==> src/cml_pkg.sv <==
// Purpose: shared constants and types of the logic macrocell array
// Assumes: one 200 MHz clock, synchronous active-low reset
// Notes: register offsets are fixed here for the whole register block
package cml_pkg;
  // offsets inside the register block; RL23
  localparam logic [7:0] OFS_AB_STATE = 8'h00;
  localparam logic [7:0] OFS_BC_STATE = 8'h01;
  localparam logic [7:0] OFS_AB_MASK = 8'h02;
  localparam logic [7:0] OFS_BC_MASK = 8'h03;
  localparam logic [7:0] OFS_IN_A = 8'h04;
  localparam logic [7:0] OFS_IN_B = 8'h05;
  localparam logic [7:0] OFS_IN_C = 8'h06;
  localparam logic [7:0] MASK_RST = 8'h00;
  localparam logic [15:0] STATE_RST = 16'h0000;
  localparam logic [19:0] IN_RST = 20'h00000;
  // port c bits 2,3,4,7 only; the rest belong to the test port
  localparam logic [7:0] BC_C_OK = 8'h9C;
  localparam int AB_NATIVE = 3;
  localparam int BC_NATIVE = 4;
  localparam int AB_UP_CAP = 3;
  localparam int BC_LO_UP_CAP = 1;
  localparam int BC_HI_UP_CAP = 2;
  typedef enum logic [1:0] {CML_FF_D, CML_FF_T, CML_FF_JK, CML_FF_SR} cml_ff_t;
  typedef enum logic [1:0] {CML_IN_PASS, CML_IN_LATCH, CML_IN_REG} cml_in_t;
endpackage

==> src/cml_macrocell_array.sv <==
// Purpose: output and input macrocells of the logic array with processor load/read
// Assumes: product terms arrive from the and array on this clock; pins are asynchronous
// Notes: asynchronous preset/clear and flip-flop clocks are modelled as sampled events
// Functional notes
// RL1: two groups of eight output cells; group ab to ports a/b, bc to b/c.
// RL2: each sum passes an xor whose other input sets polarity.
// RL3: selector picks flop or sum; result drives pin and feeds back.
// RL4: each output flop acts as d, t, jk or sr element.
// RL5: clock from product term or rising edge of the logic clock pin.
// RL6: preset and clear active high; clear is or of two terms.
// RL7: ab cells own three terms borrow six; bc own four borrow five/six.
// RL8: borrow only from neighbours; a used term is never granted elsewhere.
// RL9: expansion through another output cell costs one extra cell delay.
// RL10: processor load overrides clock, preset and clear of written cells.
// RL11: cell n of each group maps to data bit n.
// RL12: load captured at trailing write edge or throughout active strobe.
// RL13: per-group load mask resets to zero; set bit blocks processor load.
// RL14: pin enable is or of enable term and direction bit.
// RL15: logic output without enable equation drives from power-up.
// RL16: internal node never drives its pin but still feeds back.
// RL17: small package maps ab to port b; port c 0,1,5,6 never used.
// RL18: twenty input cells: latch, edge register or pass-through.
// RL19: input cell enable chosen between product term and address latch strobe.
// RL20: one term per four input cells: bits 3-0 and 7-4.
// RL21: input cell outputs feed the logic and are processor readable.
// RL22: register accesses qualified by the register block select.
// RL23: register offsets are implementation constants.
// RL24: software masks state-machine cells before group writes.
`timescale 1ns/1ps
`default_nettype none
module cml_macrocell_array (
  input wire logic clock,
  input wire logic nrst,
  input wire logic register_block_select,
  input wire logic [7:0] reg_addr,
  input wire logic wr_strobe_n,
  input wire logic rd_strobe_n,
  input wire logic [7:0] wr_data,
  output logic [7:0] rd_data,
  output logic rd_data_oe,
  input wire logic edge_load,
  input wire logic addr_latch_strobe,
  input wire logic logic_clock_input,
  input wire logic [63:0] term_val,
  input wire logic [63:0] term_own,
  input wire logic [63:0] term_lend,
  input wire logic [63:0] term_lend_up,
  input wire logic [15:0] expand_en,
  input wire logic [15:0] polarity,
  input wire logic [15:0] reg_sel,
  input wire cml_pkg::cml_ff_t ff_type [16],
  input wire logic [15:0] k_sum,
  input wire logic [15:0] clk_term,
  input wire logic [15:0] clk_from_pin,
  input wire logic [15:0] preset_term,
  input wire logic [31:0] clear_term,
  input wire logic [15:0] pin_output,
  input wire logic [15:0] oe_defined,
  input wire logic [15:0] oe_term,
  input wire logic [15:0] internal_node,
  input wire logic [7:0] ab_to_b,
  input wire logic [7:0] bc_to_c,
  input wire logic small_package,
  input wire logic [7:0] dir_a,
  input wire logic [7:0] dir_b,
  input wire logic [7:0] dir_c,
  output logic [7:0] port_a_out,
  output logic [7:0] port_a_oe,
  output logic [7:0] port_b_out,
  output logic [7:0] port_b_oe,
  output logic [7:0] port_c_out,
  output logic [7:0] port_c_oe,
  output logic [15:0] feedback,
  input wire logic [7:0] port_a_in,
  input wire logic [7:0] port_b_in,
  input wire logic [3:0] port_c_in,
  input wire cml_pkg::cml_in_t in_mode [20],
  input wire logic [4:0] in_term,
  input wire logic [4:0] in_use_ale,
  output logic [19:0] input_cell_out
);
  import cml_pkg::*;

  function automatic logic rise(logic now, logic was);
    return now & ~was;
  endfunction
  function automatic logic ff_next(cml_ff_t ty, logic q, logic a, logic b);
    case (ty)
      CML_FF_T: ff_next = q ^ a;
      CML_FF_JK: ff_next = (a & ~q) | (~b & q);
      CML_FF_SR: ff_next = a | (q & ~b);
      default: ff_next = a;
    endcase
  endfunction

  function automatic int native(int i);
    return (i < 8) ? AB_NATIVE : BC_NATIVE; // RL7
  endfunction
  function automatic int up_cap(int i);
    return (i < 8) ? AB_UP_CAP : ((i < 12) ? BC_LO_UP_CAP : BC_HI_UP_CAP); // RL7
  endfunction
  // a lent term is granted only if its owner does not use it
  function automatic logic lent(int j, int t, logic up);
    return term_val[4*j+t] & term_lend[4*j+t] & ~term_own[4*j+t]
      & (term_lend_up[4*j+t] == up); // RL8
  endfunction

  // pins and the logic clock pin: two flops before any use
  logic [20:0] pin_s1_q, pin_s2_q;
  logic pin_clk_q, sel_wr_q;
  logic [7:0] wa_q, wd_q, ab_mask_q, bc_mask_q;
  always_ff @(posedge clock) begin
    if (!nrst) begin
      pin_s1_q <= '0;
      pin_s2_q <= '0;
    end else begin
      pin_s1_q <= {logic_clock_input, port_c_in, port_b_in, port_a_in};
      pin_s2_q <= pin_s1_q;
    end
  end

  wire sel_wr = register_block_select & ~wr_strobe_n; // RL22
  wire sel_rd = register_block_select & ~rd_strobe_n; // RL22
  // edge loading uses the address and data held during the strobe
  wire load_now = edge_load ? rise(sel_wr_q, sel_wr) : sel_wr; // RL12
  wire [7:0] ld_addr = edge_load ? wa_q : reg_addr;
  wire [7:0] ld_data = edge_load ? wd_q : wr_data;
  wire ld_ab = load_now & (ld_addr == OFS_AB_STATE);
  wire ld_bc = load_now & (ld_addr == OFS_BC_STATE);
  wire [15:0] ld_cell = {{8{ld_bc}} & ~bc_mask_q, {8{ld_ab}} & ~ab_mask_q}; // RL13

  always_ff @(posedge clock) begin
    if (!nrst) begin
      sel_wr_q <= 1'b0;
      wa_q <= 8'h00;
      wd_q <= 8'h00;
      ab_mask_q <= MASK_RST; // RL13
      bc_mask_q <= MASK_RST;
    end else begin
      sel_wr_q <= sel_wr;
      if (sel_wr) begin
        wa_q <= reg_addr;
        wd_q <= wr_data;
      end
      if (load_now && ld_addr == OFS_AB_MASK) ab_mask_q <= ld_data;
      if (load_now && ld_addr == OFS_BC_MASK) bc_mask_q <= ld_data;
    end
  end

  // product term sums with borrowing and expansion
  logic [15:0] sum_w, comb_q, state_q, state_d, clk_term_q, sel_w;
  always_comb begin
    for (int i = 0; i < 16; i++) begin
      // expansion reads another cell's registered sum: one cell delay
      sum_w[i] = expand_en[i] & comb_q[(i + 1) % 16]; // RL9
      for (int t = 0; t < 4; t++) begin
        if (t < native(i)) sum_w[i] = sum_w[i] | (term_val[4*i+t] & term_own[4*i+t]);
        if (i % 8 != 0 && t < native((i + 15) % 16))
          sum_w[i] = sum_w[i] | lent((i + 15) % 16, t, 1'b1); // RL8
        if (i % 8 != 7 && t < up_cap(i))
          sum_w[i] = sum_w[i] | lent((i + 1) % 16, t, 1'b0); // RL8
      end
    end
  end
  wire [15:0] xor_w = sum_w ^ polarity; // RL2
  wire pin_rise = rise(pin_s2_q[20], pin_clk_q); // RL5

  always_comb begin
    for (int i = 0; i < 16; i++) begin
      if (ld_cell[i]) state_d[i] = ld_data[i % 8]; // RL10 RL11
      else if (clear_term[2*i] | clear_term[2*i+1]) state_d[i] = 1'b0; // RL6
      else if (preset_term[i]) state_d[i] = 1'b1; // RL6
      else if (clk_from_pin[i] ? pin_rise : rise(clk_term[i], clk_term_q[i])) // RL5
        state_d[i] = ff_next(ff_type[i], state_q[i], xor_w[i], k_sum[i]); // RL4
      else state_d[i] = state_q[i];
    end
  end
  assign sel_w = (reg_sel & state_q) | (~reg_sel & comb_q); // RL3

  always_ff @(posedge clock) begin
    if (!nrst) begin
      comb_q <= STATE_RST;
      state_q <= STATE_RST;
      clk_term_q <= 16'h0000;
      pin_clk_q <= 1'b0;
    end else begin
      comb_q <= xor_w;
      state_q <= state_d;
      clk_term_q <= clk_term;
      pin_clk_q <= pin_s2_q[20];
    end
  end

  // pin routing and enables
  logic [7:0] a_out_q, a_oe_q, b_out_q, b_oe_q, c_out_q, c_oe_q;
  logic [7:0] a_out_d, a_oe_d, b_out_d, b_oe_d, c_out_d, c_oe_d;
  logic [15:0] drv_w, oe_w, fb_q;
  assign drv_w = pin_output & ~internal_node; // RL16
  assign oe_w = oe_term | ~oe_defined; // RL14 RL15
  wire [7:0] ab_on_b = ab_to_b | {8{small_package}}; // RL17
  wire [7:0] bc_on_c = bc_to_c & BC_C_OK; // RL17
  always_comb begin
    {a_out_d, a_oe_d, b_out_d, b_oe_d, c_out_d, c_oe_d} = '0;
    for (int b = 0; b < 8; b++) begin
      if (drv_w[b] && !ab_on_b[b]) begin // RL1
        a_out_d[b] = sel_w[b];
        a_oe_d[b] = oe_w[b] | dir_a[b]; // RL14
      end
      // ab has the port b pin when both groups claim it
      if (drv_w[b] && ab_on_b[b]) begin
        b_out_d[b] = sel_w[b];
        b_oe_d[b] = oe_w[b] | dir_b[b];
      end else if (drv_w[b+8] && !bc_on_c[b]) begin
        b_out_d[b] = sel_w[b+8];
        b_oe_d[b] = oe_w[b+8] | dir_b[b];
      end
      if (drv_w[b+8] && bc_on_c[b]) begin // RL1
        c_out_d[b] = sel_w[b+8];
        c_oe_d[b] = oe_w[b+8] | dir_c[b];
      end
    end
  end

  always_ff @(posedge clock) begin
    if (!nrst) begin
      {a_out_q, a_oe_q, b_out_q, b_oe_q, c_out_q, c_oe_q} <= '0;
      fb_q <= STATE_RST;
    end else begin
      {a_out_q, a_oe_q, b_out_q, b_oe_q} <= {a_out_d, a_oe_d, b_out_d, b_oe_d};
      {c_out_q, c_oe_q} <= {c_out_d, c_oe_d};
      fb_q <= sel_w; // RL3 RL16
    end
  end
  assign port_a_out = a_out_q;
  assign port_a_oe = a_oe_q;
  assign port_b_out = b_out_q;
  assign port_b_oe = b_oe_q;
  assign port_c_out = c_out_q;
  assign port_c_oe = c_oe_q;
  assign feedback = fb_q;

  // input cells: enable per group of four
  logic [4:0] en_w, en_q;
  logic [19:0] in_q, in_d;
  assign en_w = (in_use_ale & {5{addr_latch_strobe}}) | (~in_use_ale & in_term); // RL19
  always_comb begin
    for (int k = 0; k < 20; k++) begin
      case (in_mode[k]) // RL18
        CML_IN_LATCH: in_d[k] = en_w[k/4] ? pin_s2_q[k] : in_q[k]; // RL20
        CML_IN_REG: in_d[k] = rise(en_w[k/4], en_q[k/4]) ? pin_s2_q[k] : in_q[k];
        default: in_d[k] = pin_s2_q[k];
      endcase
    end
  end

  // read port: cells, masks and input cells, zero elsewhere
  logic [7:0] rd_w, rd_q;
  logic rd_oe_q;
  always_comb begin
    case (reg_addr) // RL23
      OFS_AB_STATE: rd_w = state_q[7:0]; // RL11
      OFS_BC_STATE: rd_w = state_q[15:8];
      OFS_AB_MASK: rd_w = ab_mask_q;
      OFS_BC_MASK: rd_w = bc_mask_q;
      OFS_IN_A: rd_w = in_q[7:0]; // RL21
      OFS_IN_B: rd_w = in_q[15:8];
      OFS_IN_C: rd_w = {4'h0, in_q[19:16]};
      default: rd_w = 8'h00;
    endcase
  end

  always_ff @(posedge clock) begin
    if (!nrst) begin
      en_q <= 5'h00;
      in_q <= IN_RST;
      rd_q <= 8'h00;
      rd_oe_q <= 1'b0;
    end else begin
      en_q <= en_w;
      in_q <= in_d;
      rd_q <= sel_rd ? rd_w : 8'h00;
      rd_oe_q <= sel_rd;
    end
  end
  assign input_cell_out = in_q; // RL21
  assign rd_data = rd_q;
  assign rd_data_oe = rd_oe_q;
endmodule
`default_nettype wire

==> config.mk <==
export PLATFORM = sky130hd
export DESIGN_NAME = cml_macrocell_array
export DESIGN_NICKNAME = d
export VERILOG_FILES = /design/src/cml_pkg.sv /design/src/cml_macrocell_array.sv
export SDC_FILE = /design/constraint.sdc
export NUM_CORES = 1
export LEC_CHECK = 0
export ABC_AREA = 1
export BUFFER_PORTS_ARGS = -buffer_cell sky130_fd_sc_hd__clkbuf_2
export CAP_MARGIN = 20
export CORE_AREA = 4 4 283 285
export DETAILED_ROUTE_END_ITERATION = 12
export DIE_AREA = 0 0 287 289
export PLACE_DENSITY = 0.38
export SYNTH_ARGS = -nofsm -noshare
export SYNTH_HDL_FRONTEND = slang
export SYNTH_SLANG_ARGS = --single-unit
==> constraint.sdc <==
create_clock -name clock -period 1.99 [get_ports clock]
set_input_delay 0.2985 -clock clock [delete_from_list [all_inputs] [get_ports clock]]
set_output_delay 0.2985 -clock clock [all_outputs]
set_load 0.03 [all_outputs]
# --- After elaboration in Yosys (flattened, before gate mapping) ---
# Index checks and enable logic that the tools add are counted.
op_classes:
  order_cmp: 0
  n_eq_ne: 137
  muxes: 192
  shifts: 0
  n_reduce_logical: 89
  div: 0
  bitwise: 707
  multipliers: 0
  addsub: 0
op_table:
  columns: ["op", "n"]
  rows:
  - ["$and 1x1->1", 319]
  - ["$or 1x1->1", 212]
  - ["$mux 1", 153]
  - ["$not 1->1", 142]
  - ["$eq 2x2->1 const B", 52]
  - ["$ne 2x2->1 const B", 40]
  - ["$eq 2x1->1 const B", 36]
  - ["$reduce_and 2->1", 33]
  - ["$reduce_bool 4->1", 16]
  - ["$pmux 8 s7", 1]
  - ["$and 16x16->16", 3]
  - ["$not 16->16", 3]
  - ["$pmux 1 s3", 16]
  - ["$pmux 1 s2", 20]
  - ["$eq 8x2->1 const B", 4]
  - ["$or 16x16->16", 2]
  - ["$logic_and 1x1->1", 26]
  - ["$eq 8x3->1 const B", 3]
  - ["$and 8x8->8", 2]
  - ["$eq 8x1->1 const B", 2]
  - ["$logic_not 8->1", 2]
  - ["$mux 8", 2]
  - ["$not 8->8", 2]
  - ["$xor 1x1->1", 16]
  - ["6 further kinds", 18]
word_totals:
  romBits: 0
  mem_count: 0
  in_bits: 631
  mem_bits_rw: 0
  latchBits: 0
  output_inout_bits: 93
  regBits: 222

# --- Depth between registers and ports, before layout ---
logic_depth:
  word_depth: 20
  mapped_depth: 20
  mapped_depth_nobuf: 20

# --- Worst setup path after synthesis ---
# Ideal clock, no wire load.
synth_path:
  path_type: "in2reg"
  start: "input term_own[34]"
  end: "register state_q[8]"
  arrival_time_ns: 1.715
  path_stages: 18
  required_time_ns: 1.873
  path_slack_ns: 0.158
  path_cell_list: "nand2_1 > nand3_1 > nor2_1 > nand2_1 > or2_2 > nand2_1 > inv_1 > ha_1 > nand2_1 > o21ai_0 > nand2_1 > o211ai_1 > nand2_1 > nand2_1 > o21ai_0 > nand2_1 > a21oi_1 > nor2_1"
synth_between:
  elab_chain_len: 11
  elab_cells_between_ends: 13
synth_lines:
  columns: ["item", "line_no", "text"]
  rows:
  - ["from (decl)", "cml_macrocell_array.sv:45", "input wire logic [63:0] term_own,"]
  - ["$and 1x1->1 (*)", "cml_macrocell_array.sv:157", "if (t < native(i)) sum_w[i] = sum_w[i] | (term_val[4*i+t] & term_own[4*i+t]);"]
  - ["$or 1x1->1 (*) (2 in series)", "cml_macrocell_array.sv:157", null]
  - ["$xor 16x16->16 (*)", "cml_macrocell_array.sv:165", "wire [15:0] xor_w = sum_w ^ polarity;"]
  - ["via xor_w[8]", "cml_macrocell_array.sv:165", null]
  - ["$and 1x1->1", "cml_macrocell_array.sv:90", "CML_FF_JK: ff_next = (a & ~q) | (~b & q);"]
  - ["$or 1x1->1", "cml_macrocell_array.sv:90", null]
  - ["$pmux 1 s3 (*)", "cml_macrocell_array.sv:88", "case (ty)"]
  - ["$mux 1 (*)", "cml_macrocell_array.sv:173", "else if (clk_from_pin[i] ? pin_rise : rise(clk_term[i], clk_term_q[i]))"]
  - ["$mux 1 (*)", "cml_macrocell_array.sv:172", "else if (preset_term[i]) state_d[i] = 1'b1;"]
  - ["$mux 1 (*)", "cml_macrocell_array.sv:171", "else if (clear_term[2*i] | clear_term[2*i+1]) state_d[i] = 1'b0;"]
  - ["$mux 1 (*)", "cml_macrocell_array.sv:170", "if (ld_cell[i]) state_d[i] = ld_data[i % 8];"]
  - ["to (signal assigned)", "cml_macrocell_array.sv:188", "state_q <= state_d;"]
  - ["to (decl)", "cml_macrocell_array.sv:151", "logic [15:0] sum_w, comb_q, state_q, state_d, clk_term_q, sel_w;"]
# The timed path passes the listed nets; every way through them passes the cells marked *. The select of a mux whose other input is x is not followed.
# A chain may end at the register's enable or synchronous reset.

# --- Worst setup path after layout ---
layout_path:
  start: "register comb_q[1]"
  end: "register state_q[0]"
layout_between:
  elab_chain_len: 15
  elab_cells_between_ends: 17
layout_lines:
  columns: ["item", "line_no", "text"]
  rows:
  - ["from (decl)", "cml_macrocell_array.sv:151", null]
  - ["from (signal assigned)", "cml_macrocell_array.sv:187", "comb_q <= xor_w;"]
  - ["$and 1x1->1 (*)", "cml_macrocell_array.sv:155", "sum_w[i] = expand_en[i] & comb_q[(i + 1) % 16];"]
  - ["$or 1x1->1 (*)", "cml_macrocell_array.sv:157", null]
  - ["$or 1x1->1 (*)", "cml_macrocell_array.sv:161", "sum_w[i] = sum_w[i] | lent((i + 1) % 16, t, 1'b0);"]
  - ["$or 1x1->1 (*)", "cml_macrocell_array.sv:157", null]
  - ["$or 1x1->1 (*)", "cml_macrocell_array.sv:161", null]
  - ["$or 1x1->1 (*)", "cml_macrocell_array.sv:157", null]
  - ["$or 1x1->1 (*)", "cml_macrocell_array.sv:161", null]
  - ["$xor 16x16->16 (*)", "cml_macrocell_array.sv:165", null]
  - ["via xor_w[0]", "cml_macrocell_array.sv:165", null]
  - ["$and 1x1->1", "cml_macrocell_array.sv:90", null]
  - ["$or 1x1->1", "cml_macrocell_array.sv:90", null]
  - ["$pmux 1 s3 (*)", "cml_macrocell_array.sv:88", null]
  - ["$mux 1 (*)", "cml_macrocell_array.sv:173", null]
  - ["$mux 1 (*)", "cml_macrocell_array.sv:172", null]
  - ["$mux 1 (*)", "cml_macrocell_array.sv:171", null]
  - ["$mux 1 (*)", "cml_macrocell_array.sv:170", null]
# Marks and branches as above.

==> key figures <==
Global routing
  • Grt ovf: 0
  • Vias in the first global route: about 15000
  • Initial antenna violation count: 11
  • First-pass GRT wire length: approximately 91000 um
  • Largest net degree at the start of global routing: 52
  • All-Layer GR Usage: 14.6%

Setup path
  • WS Path Type: reg -> reg
  • WP data arrival: about 2.5 ns
  • Crit end category: flop
  • Critical path launch point type: flop
  • WP data required: ~2.5 ns
  • Crit path max fanout: 2

Synth
  • Sequential area share after synthesis: 36.6%
  • Synth Flop Type: dfxtp_1
  • Synth top area cells: dfxtp_1 (37%), nand2_1 (14%), inv_1 (12%), nor2_1 (6.8%), o21ai_0 (5.0%)
  • Post-synth cell types: 51
  • Number of flops mapped to enable cells by yosys: 0
  • Top cell type's share of synthesized area: a little over a third
  • Synth area leader: dfxtp_1
  • Post-synthesis instance total: around 1800
  • Yosys warns: 0
  • Avg Inst Size Synth: ~6.4 um2
  • Commonest cells in the netlist: nand2_1 (440), inv_1 (366), dfxtp_1 (214), nor2_1 (212), o21ai_0 (118)
  • Post-synth ARST share: 0%
  • Top-count cell post-synth: nand2_1
  • Yosys reg bits: between 200 and 250
  • Post-Syn Area: around 12000 um2

Detailed routing
  • Final wirelength: 64700 um
  • Initial DRC count: 490
  • Via Count: 14674
  • 1st-pass router iterations: 4
  • Routed length per instance: between 15 and 20 um
  • Post-route DRC violation count: 0
  • Antenna Nets Post-Route: 0
  • Vias/cell: around 3.8

Power
  • Internal power: between 0.009 and 0.01 W
  • Sw Share: between 30 and 40%
  • Net Sw Power: roughly 0.0040 W
  • Maximum vdd drop: 747 uV
  • Cell Pwr Density: about 650 nW/um2
  • Total Power: 0.0133 W
  • Clk network pwr share: a little over two fifths
  • Seq pwr share: 34.8%
  • Comb pwr share: 22.6%
  • Leakage: roughly 11 nW

STA
  • Fin Clk Skew: 0.0399 ns
  • Final max-slew violation count: 0
  • Final WS setup: -0.0269 ns
  • Final Hold Viols: 0
  • RSZ-0062 raised after global routing: true
  • Period utilization: 101%
  • Setup violators final: 2
  • Fin crit period: between 2 and 2.5 ns
  • Slew HR: about 50%
  • Worst Tran Pin Value: around 0.75 ns
  • Max Clk Rate: just under 0.5 GHz

Layout
  • Layout area overhead: 73.9%
  • Final core occ: 26.3%
  • Share of layout cells above drive strength 1: 36.4%
  • Nets: ~3400
  • # fillers: approximately 8800

Clocking
  • Worst skew pair latency: between 0.6 and 0.7 ns
  • Root Driver: clkbuf_16
  • Clk sinks: between 200 and 250
  • Cts bufs inserted: 30
  • H-tree depth: 1
  • Longest Clk Path Bufs: 3
  • Worst-path clk slew: approximately 0.07 ns
  • CTS tree: done

Placement
  • Port bufs: 671
  • RePlAce Congestion: ~0.9
  • Detail Placement HPWL: 54800 um

Status
  • Failing checks: setup timing
  • Status: finished with violations

Flow run
  • Max Cap Viol: 0

Die
  • Die ar.: between 80000 and 90000 um2
  • Chip Height: roughly 290 um
  • Cell Rows: just over 100
  • Core Box Area: between 70000 and 80000 um2
  • Initial Utilization: 15.1%
  • Die Width: between 200 and 300 um
  • IO Count: just over 700

Worst hold path
  • Hold Crit Class: in -> reg
## registers in the layout, summed over array words and instances (netlist names), 16 cells and up
signal / flops
input_cell_out: 20
pin_s2_q: 21
state_q: 16
feedback: 16
clk_term_q: 16
comb_q: 16
pin_s1_q: 21
## through the flow
stage	cells	hold WS [ns]	area, um2	worst slack [ns]	TNS [ns]
2_1_floorplan	1842	0.389	11700	0.158	0
3_3_place_gp	3632	0.394	17200	-0.331	-2.61
3_5_place_dp	3633	0.395	17200	-0.346	-2.52
4_1_cts	3840	0.000187	19800	-0.0883	-0.122
5_1_grt	3857	0.00458	20300	-0.216	-0.537
6_report	3860	0.00547	20300	-0.0269	-0.0317
## critical path: stages, from the launching register on
cell	delay [ns]
dfxtp_2	0.32
nand2_1	0.06
nand2_2	0.06
nor2_4	0.11
buf_6	0.11
nand2_4	0.06
nor2_4	0.10
nand2_2	0.08
nand2_4	0.08
inv_2	0.05
ha_4	0.25
o22ai_1	0.05
a21oi_1	0.10
and2_1	0.13
nand2_1	0.05
o21ai_1	0.08
nand2_1	0.07
nand2_1	0.05
a21oi_1	0.05
## power groups by stage
stage	Clock [W]	Sequential, W	Combinational (W)
2_1_floorplan	0	0.00481	0.00103
3_3_place_gp	0	0.00471	0.00259
3_5_place_dp	0	0.00472	0.00259
4_1_cts	0.00591	0.00462	0.00287
5_1_grt	0.00603	0.00464	0.00336
6_report	0.00566	0.00462	0.00300
## path summary, 6_finish.rpt
path	cells past startpoint	slack [ns]	startpoint	endpoint
setup reg to reg	18	-0.03	comb_q[1]$_SDFF_PN0_	state_q[0]$_SDFFE_PN0P_
hold reg to reg	2	0.41	pin_s1_q[3]$_SDFF_PN0_	pin_s2_q[3]$_SDFF_PN0_
hold / removal	4	0.005	clear_term[23]	state_q[11]$_SDFFE_PN0P_
setup / recovery	18	-0.03	comb_q[1]$_SDFF_PN0_	state_q[0]$_SDFFE_PN0P_
## repair_timing
| action | in CTS | in global routing |
|---|---|---|
| buffers inserted | 10 | 13 |
| hold endpoints to repair | 102 | 0 |
| gates resized for setup | 29 | 129 |
| hold buffers | 142 | 0 |
| endpoints found under the setup margin | 8 | 21 |
| pin swaps | 23 | 102 |
## cells in the final DEF, fill, tap and decap left out, types with 8 or more instances in the layout
master         netlist  layout
a211oi_1             9       8
a21oi_1             90      82
a21oi_2              3      11
a31oi_1             23      23
buf_4                9     134
clkbuf_16            0      30
clkbuf_2             0     670
conb_1               1       8
dfxtp_1            214     199
dfxtp_2              0      14
dlygate4sd3_1        0     142
ha_4                 0      10
inv_1              366     356
inv_2                8      18
nand2_1            440     400
nand2_2              4      41
nand3_1             86      71
nand3_2              2      17
nand3b_1             8       8
nand4_1             52      52
nor2_1             212     194
nor2_2               2      14
nor3_1              44      42
o21ai_0            118     108
o21ai_1              4      11
o22ai_1              9       9
o31ai_1             17      17
xnor2_1             10      10
## routing by layer
layer | GRT usage (%) | wire [um] | share of wire, %
met5 | 0 | 56 | 0.086
met4 | 3.15 | 1440 | 2.2
met3 | 3.49 | 3900 | 6.0
met2 | 26.3 | 32300 | 50
met1 | 17.8 | 27000 | 42
## cell families (layout without fill, tap and decap cells)
family,count (synthesis),count (layout),share of synthesized area [%]
DFF,214,214,36.6
and+or+nand+nor,870,870,31.6
AOI/OAI and AO/OA,308,308,15.4
xor gates and xnor gates,11,11,0.824
adders and majority gates,16,16,1.71
other,1,15,0.0321
buffers and inverters,415,1386,13.8
## final cells by class
| type | count | area [um2] | share of cell area, % |
|---|---|---|---|
| Sequential cell | 214 | 4310 | 21.2 |
| Clock inverter | 15 | 190 | 0.935 |
| Antenna cell | 7 | 17.5 | 0.0861 |
| Inverter | 376 | 1410 | 6.94 |
| Clock buffer | 40 | 838 | 4.12 |
| Tap cell | 1040 | 1300 | 6.40 |
| Multi-Input combinational cell | 1213 | 6340 | 31.2 |
| Timing Repair Buffer | 955 | 5940 | 29.2 |
No activity file was read; power rests on OpenSTA's default activity.
